--- src/logic/lasl_pkg.sv ---
`default_nettype none
package lasl_pkg;

  // ------------------------------------------------------------
  // Register map
  // ------------------------------------------------------------
  localparam logic [4:0] ADDR_IRQ_EN = 5'h04;
  localparam logic [4:0] ADDR_ALARM = 5'h05;
  localparam logic [4:0] ADDR_IRQ_STAT = 5'h06;
  localparam logic [7:0] RESET_VALUE = 8'h00;

  // ------------------------------------------------------------
  // Bit positions; 6 to 2 shared by status, enable and latched status, 7 in enable only
  // ------------------------------------------------------------
  localparam int BIT_GLOBAL_EN = 7;
  localparam int BIT_DRIVER = 6;
  localparam int BIT_FIFO = 5;
  localparam int BIT_LINE_CODE = 4;
  localparam int BIT_LOOP = 3;
  localparam int BIT_ALL_ONES = 2;
  localparam logic [7:0] ALARM_MASK = 8'h7c;
  localparam logic [7:0] IRQ_EN_MASK = 8'hfc;

  // ------------------------------------------------------------
  // Detector figures
  // ------------------------------------------------------------
  localparam int FIFO_NEAR_BITS = 3;
  localparam int LOOP_UP_LEN = 5;
  localparam int LOOP_DOWN_LEN = 3;
  localparam int SYS_CLK_HZ = 10_000_000;
  localparam int HOLD_TIME_S = 5;
  localparam int HOLD_CYCLES = SYS_CLK_HZ * HOLD_TIME_S;

  // ------------------------------------------------------------
  // Loop-code modes and automatic-mode states
  // ------------------------------------------------------------
  typedef enum logic [1:0] {
    MODE_OFF = 2'b00,
    MODE_MANUAL_A = 2'b01,
    MODE_MANUAL_B = 2'b10,
    MODE_AUTO = 2'b11
  } lasl_mode_t;

  typedef enum logic {
    AUTO_SEEK_UP = 1'b0,
    AUTO_LOOPED = 1'b1
  } lasl_auto_t;

endpackage
`default_nettype wire

--- src/logic/lasl_alarm_status.sv ---
`timescale 1ns/1ps
`default_nettype none
module lasl_alarm_status #(
  parameter int HOLD_CYCLES = lasl_pkg::HOLD_CYCLES,
  parameter int PTR_W = 6
) (
  // Clock and reset
  input wire logic sys_clk,
  input wire logic resetn,
  // Host register port
  input wire logic reg_rd,
  input wire logic reg_wr,
  input wire logic [4:0] reg_addr,
  input wire logic [7:0] reg_wdata,
  output logic [7:0] reg_rdata,
  // Detector inputs
  input wire logic driver_fault_in,
  input wire logic [PTR_W-1:0] fifo_wr_ptr,
  input wire logic [PTR_W-1:0] fifo_rd_ptr,
  input wire logic line_code_violation,
  input wire logic excess_zeros,
  input wire logic zero_subst_en,
  input wire logic all_ones_in,
  // Receive data
  input wire logic rx_bit_valid,
  input wire logic rx_bit,
  // Loop-code mode select
  input wire logic loop_code_mode_hi,
  input wire logic loop_code_mode_lo,
  // Outputs
  output logic remote_loopback,
  output logic int_n
);

  localparam int CNT_W = $clog2(HOLD_CYCLES + 1);
  localparam logic [CNT_W-1:0] HOLD_LIMIT = CNT_W'(HOLD_CYCLES);
  localparam logic [PTR_W-1:0] NEAR_LIMIT = PTR_W'(lasl_pkg::FIFO_NEAR_BITS);

  typedef struct packed {
    logic [7:0] alarm;
    logic [7:0] irq_en;
    logic [7:0] irq_stat;
    logic [7:0] rdata;
    logic [lasl_pkg::LOOP_UP_LEN-1:0] hist_up;
    logic [lasl_pkg::LOOP_DOWN_LEN-1:0] hist_down;
    logic [CNT_W-1:0] up_cnt;
    logic [CNT_W-1:0] down_cnt;
    lasl_pkg::lasl_mode_t mode;
    lasl_pkg::lasl_auto_t auto_st;
    logic loopback;
    logic int_n;
  } lasl_state_t;

  lasl_state_t s;
  lasl_state_t next_s;

  logic [PTR_W-1:0] ptr_diff;
  logic up_ok;
  logic down_ok;
  logic up_held;
  logic down_held;
  logic restart;
  logic loop_flag;
  logic [7:0] change;
  lasl_pkg::lasl_mode_t mode_now;

  // ------------------------------------------------------------
  // Next-state logic
  // ------------------------------------------------------------
  always_comb begin
    next_s = s;
    restart = 1'b0;
    loop_flag = 1'b0;
    mode_now = lasl_pkg::lasl_mode_t'({loop_code_mode_hi, loop_code_mode_lo});
    ptr_diff = fifo_wr_ptr - fifo_rd_ptr;

    // A sliding window holding exactly one 1 at every shift means the
    // code repeats with its own period; any other bit breaks it.
    if (rx_bit_valid) begin
      next_s.hist_up = {s.hist_up[lasl_pkg::LOOP_UP_LEN-2:0], rx_bit};
      next_s.hist_down = {s.hist_down[lasl_pkg::LOOP_DOWN_LEN-2:0], rx_bit};
    end
    up_ok = $onehot(s.hist_up);
    down_ok = $onehot(s.hist_down);
    up_held = s.up_cnt == HOLD_LIMIT;
    down_held = s.down_cnt == HOLD_LIMIT;

    // Loop-code detector
    next_s.mode = mode_now;
    case (mode_now)
      lasl_pkg::MODE_MANUAL_A, lasl_pkg::MODE_MANUAL_B: begin
        loop_flag = up_held | down_held;
        next_s.loopback = 1'b0;
        next_s.auto_st = lasl_pkg::AUTO_SEEK_UP;
      end
      lasl_pkg::MODE_AUTO: begin
        if (s.mode != lasl_pkg::MODE_AUTO) begin
          loop_flag = 1'b0;
          next_s.loopback = 1'b0;
          next_s.auto_st = lasl_pkg::AUTO_SEEK_UP;
          restart = 1'b1;
        end else begin
          case (s.auto_st)
            lasl_pkg::AUTO_SEEK_UP: begin
              if (up_held) begin
                loop_flag = 1'b1;
                next_s.loopback = 1'b1;
                next_s.auto_st = lasl_pkg::AUTO_LOOPED;
                restart = 1'b1;
              end
            end
            lasl_pkg::AUTO_LOOPED: begin
              loop_flag = 1'b1;
              if (down_held) begin
                loop_flag = 1'b0;
                next_s.loopback = 1'b0;
                next_s.auto_st = lasl_pkg::AUTO_SEEK_UP;
                restart = 1'b1;
              end
            end
            default: begin
              next_s.auto_st = lasl_pkg::AUTO_SEEK_UP;
            end
          endcase
        end
      end
      default: begin
        next_s.loopback = 1'b0;
        next_s.auto_st = lasl_pkg::AUTO_SEEK_UP;
      end
    endcase

    // Persistence timers; saturate so the held level stays while present
    if (!up_ok || restart) begin
      next_s.up_cnt = '0;
    end else if (!up_held) begin
      next_s.up_cnt = s.up_cnt + 1'b1;
    end
    if (!down_ok || restart) begin
      next_s.down_cnt = '0;
    end else if (!down_held) begin
      next_s.down_cnt = s.down_cnt + 1'b1;
    end

    // Present-state alarm flags
    next_s.alarm = lasl_pkg::RESET_VALUE;
    next_s.alarm[lasl_pkg::BIT_DRIVER] = driver_fault_in;
    next_s.alarm[lasl_pkg::BIT_FIFO] = (ptr_diff <= NEAR_LIMIT) || (ptr_diff >= -NEAR_LIMIT);
    next_s.alarm[lasl_pkg::BIT_LINE_CODE] = line_code_violation | (zero_subst_en & excess_zeros);
    next_s.alarm[lasl_pkg::BIT_LOOP] = loop_flag;
    next_s.alarm[lasl_pkg::BIT_ALL_ONES] = all_ones_in;

    // Enable register write, then the hardware clear takes priority
    if (reg_wr && reg_addr == lasl_pkg::ADDR_IRQ_EN) begin
      next_s.irq_en = reg_wdata & lasl_pkg::IRQ_EN_MASK;
    end
    if (mode_now == lasl_pkg::MODE_AUTO && s.auto_st == lasl_pkg::AUTO_LOOPED && down_held) begin
      next_s.irq_en[lasl_pkg::BIT_LOOP] = 1'b0;
    end

    // Either edge of an enabled flag latches; set wins over read clear
    change = (next_s.alarm ^ s.alarm) & s.irq_en & lasl_pkg::ALARM_MASK;
    // Loop flag edges in both modes go through the same path.
    next_s.irq_stat = s.irq_stat;
    if (reg_rd && reg_addr == lasl_pkg::ADDR_IRQ_STAT) begin
      next_s.irq_stat = lasl_pkg::RESET_VALUE;
    end
    next_s.irq_stat = next_s.irq_stat | change;

    // Read data, held until the next read
    if (reg_rd) begin
      case (reg_addr)
        lasl_pkg::ADDR_IRQ_EN: next_s.rdata = s.irq_en;
        lasl_pkg::ADDR_ALARM: next_s.rdata = s.alarm;
        lasl_pkg::ADDR_IRQ_STAT: next_s.rdata = s.irq_stat;
        default: next_s.rdata = lasl_pkg::RESET_VALUE;
      endcase
    end

    next_s.int_n = !(next_s.irq_en[lasl_pkg::BIT_GLOBAL_EN] &&
                     |(next_s.irq_stat & next_s.irq_en & lasl_pkg::ALARM_MASK));
  end

  // ------------------------------------------------------------
  // State register
  // ------------------------------------------------------------
  always_ff @(posedge sys_clk or negedge resetn) begin
    if (!resetn) begin
      s <= '0;
      s.int_n <= 1'b1;
    end else begin
      s <= next_s;
    end
  end

  assign reg_rdata = s.rdata;
  assign remote_loopback = s.loopback;
  assign int_n = s.int_n;

endmodule // lasl_alarm_status
`default_nettype wire

--- config.mk ---
export PLATFORM = sky130hd
export DESIGN_NAME = lasl_alarm_status
export DESIGN_NICKNAME = d
export VERILOG_FILES = /design/src/logic/lasl_pkg.sv /design/src/logic/lasl_alarm_status.sv
export SDC_FILE = /design/constraint.sdc
export NUM_CORES = 1
export LEC_CHECK = 0
export ABC_CLOCK_PERIOD_IN_PS = 2100
export BUFFER_PORTS_ARGS = -buffer_cell sky130_fd_sc_hd__clkbuf_2
export CAP_MARGIN = 20
export CORE_MARGIN = 3
export CORE_UTILIZATION = 45
export CTS_CLUSTER_SIZE = 28
export DETAILED_ROUTE_END_ITERATION = 7
export PLACE_DENSITY = 0.66
export REMOVE_ABC_BUFFERS = 1
export SKIP_CTS_REPAIR_TIMING = 1
export SYNTH_ARGS = -nofsm -noshare
export SYNTH_HDL_FRONTEND = slang
export SYNTH_SLANG_ARGS = --single-unit
--- constraint.sdc ---
create_clock -name sys_clk -period 2.1 [get_ports sys_clk]
set_input_delay 0.315 -clock sys_clk [delete_from_list [all_inputs] [get_ports sys_clk]]
set_output_delay 0.315 -clock sys_clk [all_outputs]
set_load 0.05 [all_outputs]
**Word-level counts from Yosys, hierarchy flattened**

Cells that the tools add are included.

- $add $sub $neg: 9
- $lt $le $gt $ge: 2
- Equality and inequality tests: 15
- Muxes and demuxes: 22
- Bitwise logic cells: 8
- Reduce and logical (&&, ||, !) cells: 14

Operator list:

| cell | count |
|---|---|
| $mux 26 | 4 |
| $add 26x1->26 const B | 2 |
| $eq 26x26->1 const B | 2 |
| $pmux 8 s3 | 1 |
| $mux 8 | 2 |
| $eq 5x3->1 const B | 3 |
| $and 7x7->7 | 2 |
| $mux 2 | 4 |
| $ne 4x4->1 const B | 2 |
| $or 8x7->8 | 1 |
| $mux 1 | 7 |
| $xor 7x7->7 | 1 |
| $add 1x1->2 | 3 |
| $ge 6x6->1 const B | 1 |
| $le 6x2->1 const B | 1 |
| $pmux 1 s2 | 3 |
| $sub 6x6->6 | 1 |
| $logic_and 1x1->1 | 5 |
| $reduce_or 5->1 | 1 |
| $eq 2x1->1 const B | 2 |
| $eq 2x2->1 const B | 2 |
| $ne 2x1->1 const B | 2 |
| $pmux 2 s2 | 1 |
| $add 2x2->3 | 1 |
| 11 further kinds | 16 |

- Register bits: 94
- Input port bits: 38
- Output and inout port bits: 10
- Logic and storage cells: 82

**Longest topological paths before layout**

Gate-level depths: netlist of the first run.

- Depth after elaboration: 12
- Mapped depth: 12

**Worst setup path after synthesis of the first run**

OpenSTA, ideal clock, no wires.

- Path kind: input-to-reg
- Start: in fifo_wr_ptr[0]
- End: reg int_n (netlist name)
- Arrival time: 2.244 ns
- Slack: -0.222 ns
- Stages on the path: 12
- Cells stage by stage: inv_1 ha_1 inv_1 fa_1 a21o_1 a21oi_1 xnor2_1 or3_1 mux2i_1 xor2_1 a22o_1 a31oi_1

RTL lines:

| what | line | source |
|---|---|---|
| start, declared | lasl_alarm_status.sv:18 | `input wire logic [PTR_W-1:0] fifo_wr_ptr,` |

==> results of run 1 <==
==> power groups by stage <==
stage	sequential [mW]	combinational (mW)	clock (mW)
global route	1.92	1.49	1.36
floorplan	1.98	0.392	0
detailed placement	1.93	0.813	0
global placement	1.93	0.794	0
CTS	1.90	0.819	1.30
finish	1.90	1.38	1.26
==> worst max-delay path, cell delays in order (launching register included) <==
cell and delay [ns]:
dfrtp_1 0.40, nor4_2 0.28, buf_4 0.15, nand4_1 0.10, or3_4 0.36, a22oi_2 0.16, and2_4 0.17, inv_2 0.04
a311oi_2 0.21, a31oi_2 0.14, a31oi_2 0.15
==> per-stage QoR <==
stage | instance area [um2] | power [mW] | setup TNS [ns] | instances | util, %
2_1_floorplan | 4530 | 2.37 | -8.45 | 440 | -
3_3_place_gp | 5410 | 2.73 | -4.16 | 678 | 54.8
3_5_place_dp | 5410 | 2.75 | -4.69 | 678 | 54.8
4_1_cts | 5630 | 4.02 | -5.34 | 694 | 57.0
5_1_grt | 6270 | 4.76 | -7.98 | 705 | 63.6
6_report | 6270 | 4.55 | -0.253 | 705 | 63.6
==> cells in the final DEF (no fill, tap or decap), types with 3 or more instances in the layout <==
cell / count
nor2_4: 41
ha_1: 9
o21ai_0: 8
dfrtp_1: 89
and2_1: 7
nand3_1: 31
nand4_1: 7
a22o_1: 6
and3_1: 13
mux2_2: 12
nand2b_1: 4
inv_2: 3
clkbuf_2: 44
nor2_1: 24
a22oi_1: 5
buf_6: 3
buf_12: 3
a21oi_1: 8
nor2b_1: 3
mux2i_1: 4
nor2_2: 9
nor4b_1: 5
xnor2_1: 18
clkbuf_16: 4
clkbuf_8: 13
buf_4: 60
xor2_1: 39
inv_1: 22
nand2_1: 26
==> registers in the layout, indices dropped and copies added (netlist names) <==
| signal | count |
|---|---|
| int_n | 1 |
| reg_rdata | 8 |
| s | 80 |
| remote_loopback | 1 |
==> path summary, 6_finish.rpt <==
path                              from     to  slack, ns
max in group asynchronous       resetn  s[79]       1.14
setup / recovery                 s[15]  int_n      -0.14
setup reg to reg                 s[15]  int_n      -0.14
hold / removal             all_ones_in  s[91]       0.09
min in group asynchronous       resetn  s[21]       0.37
hold reg to reg                  s[82]  s[82]       0.49
==> metal layers <==
layer  global-route usage [%]  share of wire (%)
met1                     22.6                 45
met2                     28.4                 49
met3                     4.08                3.8
met4                     5.68                1.5
met5                        0                  0
==> cells by family after synthesis <==
family          Yosys count  synth area share, %
simple gates            194                 21.2
flops                    90                 48.8
xor+xnor                 58                 11.0
buf+inv                  42                 4.06
compound gates           39                 5.55
mux                      18                 4.44
fa+ha+maj                16                 4.98
==> final cells by class <==
class | instances | area share (%)
clock buffer | 15 | 2.97
clock inverter | 1 | 0.479
inverter | 25 | 1.50
multi-input combinational | 325 | 42.3
sequential | 90 | 35.9
tap | 133 | 2.65
timing repair buffer | 116 | 14.2
==> impl_metrics.yaml, run 1 <==
routing:
  drc: 0
  first_pass_iters: 4
  dr_total_vias: 3559
  vias_per_cell: 5.05
  wl_per_cell_um: 14.3
  drt_iter0_markers: 148
  ant_nets: 0
  drt-total-wl_um: 10100
power_and_ir_drop:
  power.leakage_nw: 2.80
  p_sw_mw: 1.40
  p_sw_share_pct: 30.9
  power_density_mw_per_mm2: 725
  power_frac_seq_pct: 41.8
  ir_drop_v: 0.000445
  p_comb_share_pct: 30.5
  intPower_mw: 3.14
  pwr-share-clk_pct: 27.7
yosys:
  yosysSeqAreaShare_pct: 48.8
  post_synth.cell_area_avg_um2: 10.1
  synth_top_area_share_pct: 48.2
  synth-seq-cells: 90
  synth_area_mm2: 0.00462
  yosys_warnings: 0
  synthCells: 457
  ys_types: 44
  async_flop_share_pct: 100
  yosysMostFrequentCell: "dfrtp_1"
  synthFlopType: "dfrtp_1"
  yosys.area.top_type: "dfrtp_1"
  ys_top_cells_by_area: "dfrtp_1 (48%), xor2_1 (7.4%), nor2_1 (6.0%)"
  synth-edff-count: 0
  synth_commonest_cells: "dfrtp_1 (89), nor2_1 (74), xor2_1 (39)"
timing:
  period_share_pct: 107
  worst_pin_slew_ns: 0.375
  fin_ws_ns: -0.142
  skew_ns: 0.00787
  finalSetupViolations: 16
  slew_viol_final: 0
  period_minus_slack_ns: 2.24
  rsz0062_at_grt: "yes"
  timing.fmax_mhz: 446
  finalHoldViolations: 0
  slew_headroom_pct: 74.7
  whs_ns: 0.0889
floorplanning:
  dieWidth_um: 107
  rows: 36
  io_pins: 48
  core_mm2: 0.00986
  start_util_pct: 46.8
  die_area_mm2: 0.0115
  dieHeight_um: 107
global_route:
  first_global_vias: 3616
  antenna_found_initial: 0
  overflow: 0
  grt_first_pass_wirelength_um: 16000
  grt_max_degree: 50
  grt_use_total_pct: 17.3
cells_and_area:
  syn2layout_area_growth_pct: 35.7
  fin_nets: 621
  multi_input_area_mm2: 0.00265
  regArea_mm2: 0.00225
  fillCellCount: 771
  diodes: 0
  drive_gt1_share_pct: 38.8
critical_path:
  startpoint_type: "flip-flop"
  worstSetupEndpointType: "flip-flop"
  criticalPathCategory: "flip-flop to flip-flop"
  critPathMaxFanout: 2
  crit_required_ns: 2.39
  crit_arrival_ns: 2.53
  reg2reg_depth: 10
clock_network:
  root_buffer: "clkbuf_8"
  clockBufferDepth: 2
  clk_pin_slew_ns: 0.09
  cts_buffers: 9
  cts_num_sinks: 90
  clkLatencyLatePin_ns: 0.36
  cts_tree: "yes"
  cts_max_level: 3
run:
  maxCapViolCount: 0
hold_path:
  min_path_cells: 1
  hp-class: "input port to flip-flop"
placed_design:
  dpl.hpwl_um: 6680
  place_ws_ns: -0.516
  gp_congestion: 0.790
  numPortBuffers: 45
status:
  outcome: "complete, but fails checks"
  violations: "setup timing"
Power figures use the tool's default switching activity.
==> run 2, diff against run 1 <==
ABC_CLOCK_PERIOD_IN_PS = 2200   (was 2100)
PLACE_DENSITY = 0.64   (was 0.66)
clock period = 2.2 ns   (was 2.1 ns; I/O delays follow)
==> run 2 against run 1 <==
Effect of this change: the flow now finishes without violations; power is 13% lower; critical path depth is 1 higher; cell count is 2.7% lower; highest routed layer unchanged.
==> impl_metrics.yaml, run 2 (synthesis results as in run 1) <==
critical_path:
  crit_arrival_ns: 2.48
  max_stage_delay_ns: 0.39
  critPathMaxFanout: 2
  path_common_cell: "a31oi_1"
  startpoint_type: "flip-flop"
  cp_slowest_cell: "dfrtp_1"
  crit_chain: "inv_1, ha_1, nor4b_4, nand4_1, or3_4, a22oi_2, and2_4, inv_2, a311oi_2, a31oi_1, a31oi_1"
  critical_path_buf_inv_count: 2
  criticalPathCategory: "flip-flop to flip-flop"
  crit_required_ns: 2.49
  cp_top_family: "simple AND/OR/NAND/NOR gates"
  worstSetupEndpointType: "flip-flop"
timing:
  worst_pin_slew_ns: 0.352
  timing.fmax_mhz: 456
  finalHoldViolations: 0
  rsz0062_at_grt: "yes"
  slew_viol_final: 0
  slew_headroom_pct: 76.4
  finalSetupViolations: 0
  period_share_pct: 99.8
  period_minus_slack_ns: 2.20
  skew_ns: 0.00833
clock_network:
  clkLatencyLatePin_ns: 0.36
  root_buffer: "clkbuf_8"
  cts_max_level: 3
  cts_buffers: 9
  cts_tree: "yes"
  clockBufferDepth: 2
  cts_num_sinks: 90
  clk_pin_slew_ns: 0.10
status:
  outcome: "finished clean"
placed_design:
  dpl-instance-area_mm2: 0.00530
  numPortBuffers: 45
  dpl.hpwl_um: 6740
  gp_congestion: 0.796
cells_and_area:
  drive_gt1_share_pct: 27.1
  most-common-layout-cells: "dfrtp_1 (89), nor2_1 (70), buf_4 (46)"
  regMostFlops: "s"
  syn2layout_area_growth_pct: 23.4
  fin_nets: 602
  fillCellCount: 844
  diodes: 0
  final_area_mm2: 0.00570
  fin_util_pct: 57.8
  final_common_cell: "dfrtp_1"
  largest_register_ffs: 80
power_and_ir_drop:
  p_comb_share_pct: 24.8
  power.leakage_nw: 2.67
  intPower_mw: 2.77
  p_sw_mw: 1.20
  pwr-share-clk_pct: 29.1
  ir_drop_v: 0.000320
  power_density_mw_per_mm2: 695
  power_frac_seq_pct: 46.0
  p_sw_share_pct: 30.3
global_route:
  overflow: 0
  grt_max_degree: 37
  first_global_vias: 3465
  antenna_found_initial: 0
  grt_first_pass_wirelength_um: 15800
  grt_use_total_pct: 17.0
routing:
  drt_iter0_markers: 89
  dr_total_vias: 3472
  ant_nets: 0
  vias_per_cell: 5.06
  drc: 0
  wl_per_cell_um: 14.0
  first_pass_iters: 4
  drt-total-wl_um: 9610
floorplanning:
  io_pins: 48
  dieHeight_um: 107
  rows: 36
  dieWidth_um: 107
  die_area_mm2: 0.0115
  core_mm2: 0.00986
  start_util_pct: 46.8
hold_path:
  hp-class: "input port to flip-flop"
run:
  maxCapViolCount: 0
run 2: worst paths after layout:
kind | end | slack, ns | startpoint | cells after the start
setup / recovery | int_n | 0.005 | s[5] | 11
hold / removal | s[91] | 0.10 | all_ones_in | 1
setup reg to reg | int_n | 0.005 | s[5] | 11
hold reg to reg | s[82] | 0.49 | s[82] | 1
max in group asynchronous | s[49] | 1.17 | resetn | 3
min in group asynchronous | s[84] | 0.42 | resetn | 2
run 2: final cells by class:
| cell class | instances | area, um2 | share of cell area [%] |
|---|---|---|---|
| multi-input combinational | 325 | 2290 | 40.2 |
| sequential | 90 | 2250 | 39.5 |
| timing repair buffer | 97 | 697 | 12.2 |
| tap | 133 | 166 | 2.92 |
| clock buffer | 9 | 124 | 2.17 |
| inverter | 25 | 93.8 | 1.65 |
| clock inverter | 7 | 76.3 | 1.34 |
run 2: power groups by stage:
stage          clock [mW]  sequential (mW)  combinational, mW
3_3_place_gp            0             1.85              0.733
4_1_cts              1.19             1.83              0.753
3_5_place_dp            0             1.86              0.748
2_1_floorplan           0             1.89              0.375
5_1_grt              1.26             1.84               1.08
6_report             1.16             1.83              0.985
run 2: layer usage:
metal  share of wire [%]  up-vias  global-route usage [%]  routed length (um)
li1                    -     1717                       -                   -
met1                  48     1687                    22.8                4600
met2                  47       56                    27.9                4510
met3                 3.8       12                    3.00                 367
met4                 1.4        0                    6.22                 133
met5                   0        -                       0                   0
run 2: stage by stage:
| step | std cells | total power, mW | TNS [ns] | worst slack [ns] | hold slack (ns) |
|---|---|---|---|---|---|
| finish | 686 | 3.97 | 0 | 0.00490 | 0.102 |
| global route | 686 | 4.18 | -3.48 | -0.170 | 0.0788 |
| CTS | 680 | 3.77 | -1.20 | -0.121 | -0.143 |
| detailed placement | 664 | 2.61 | -0.989 | -0.383 | 0.261 |
| global placement | 664 | 2.58 | -0.611 | -0.348 | 0.265 |
| floorplan | 440 | 2.27 | -4.75 | -0.176 | 0.0344 |
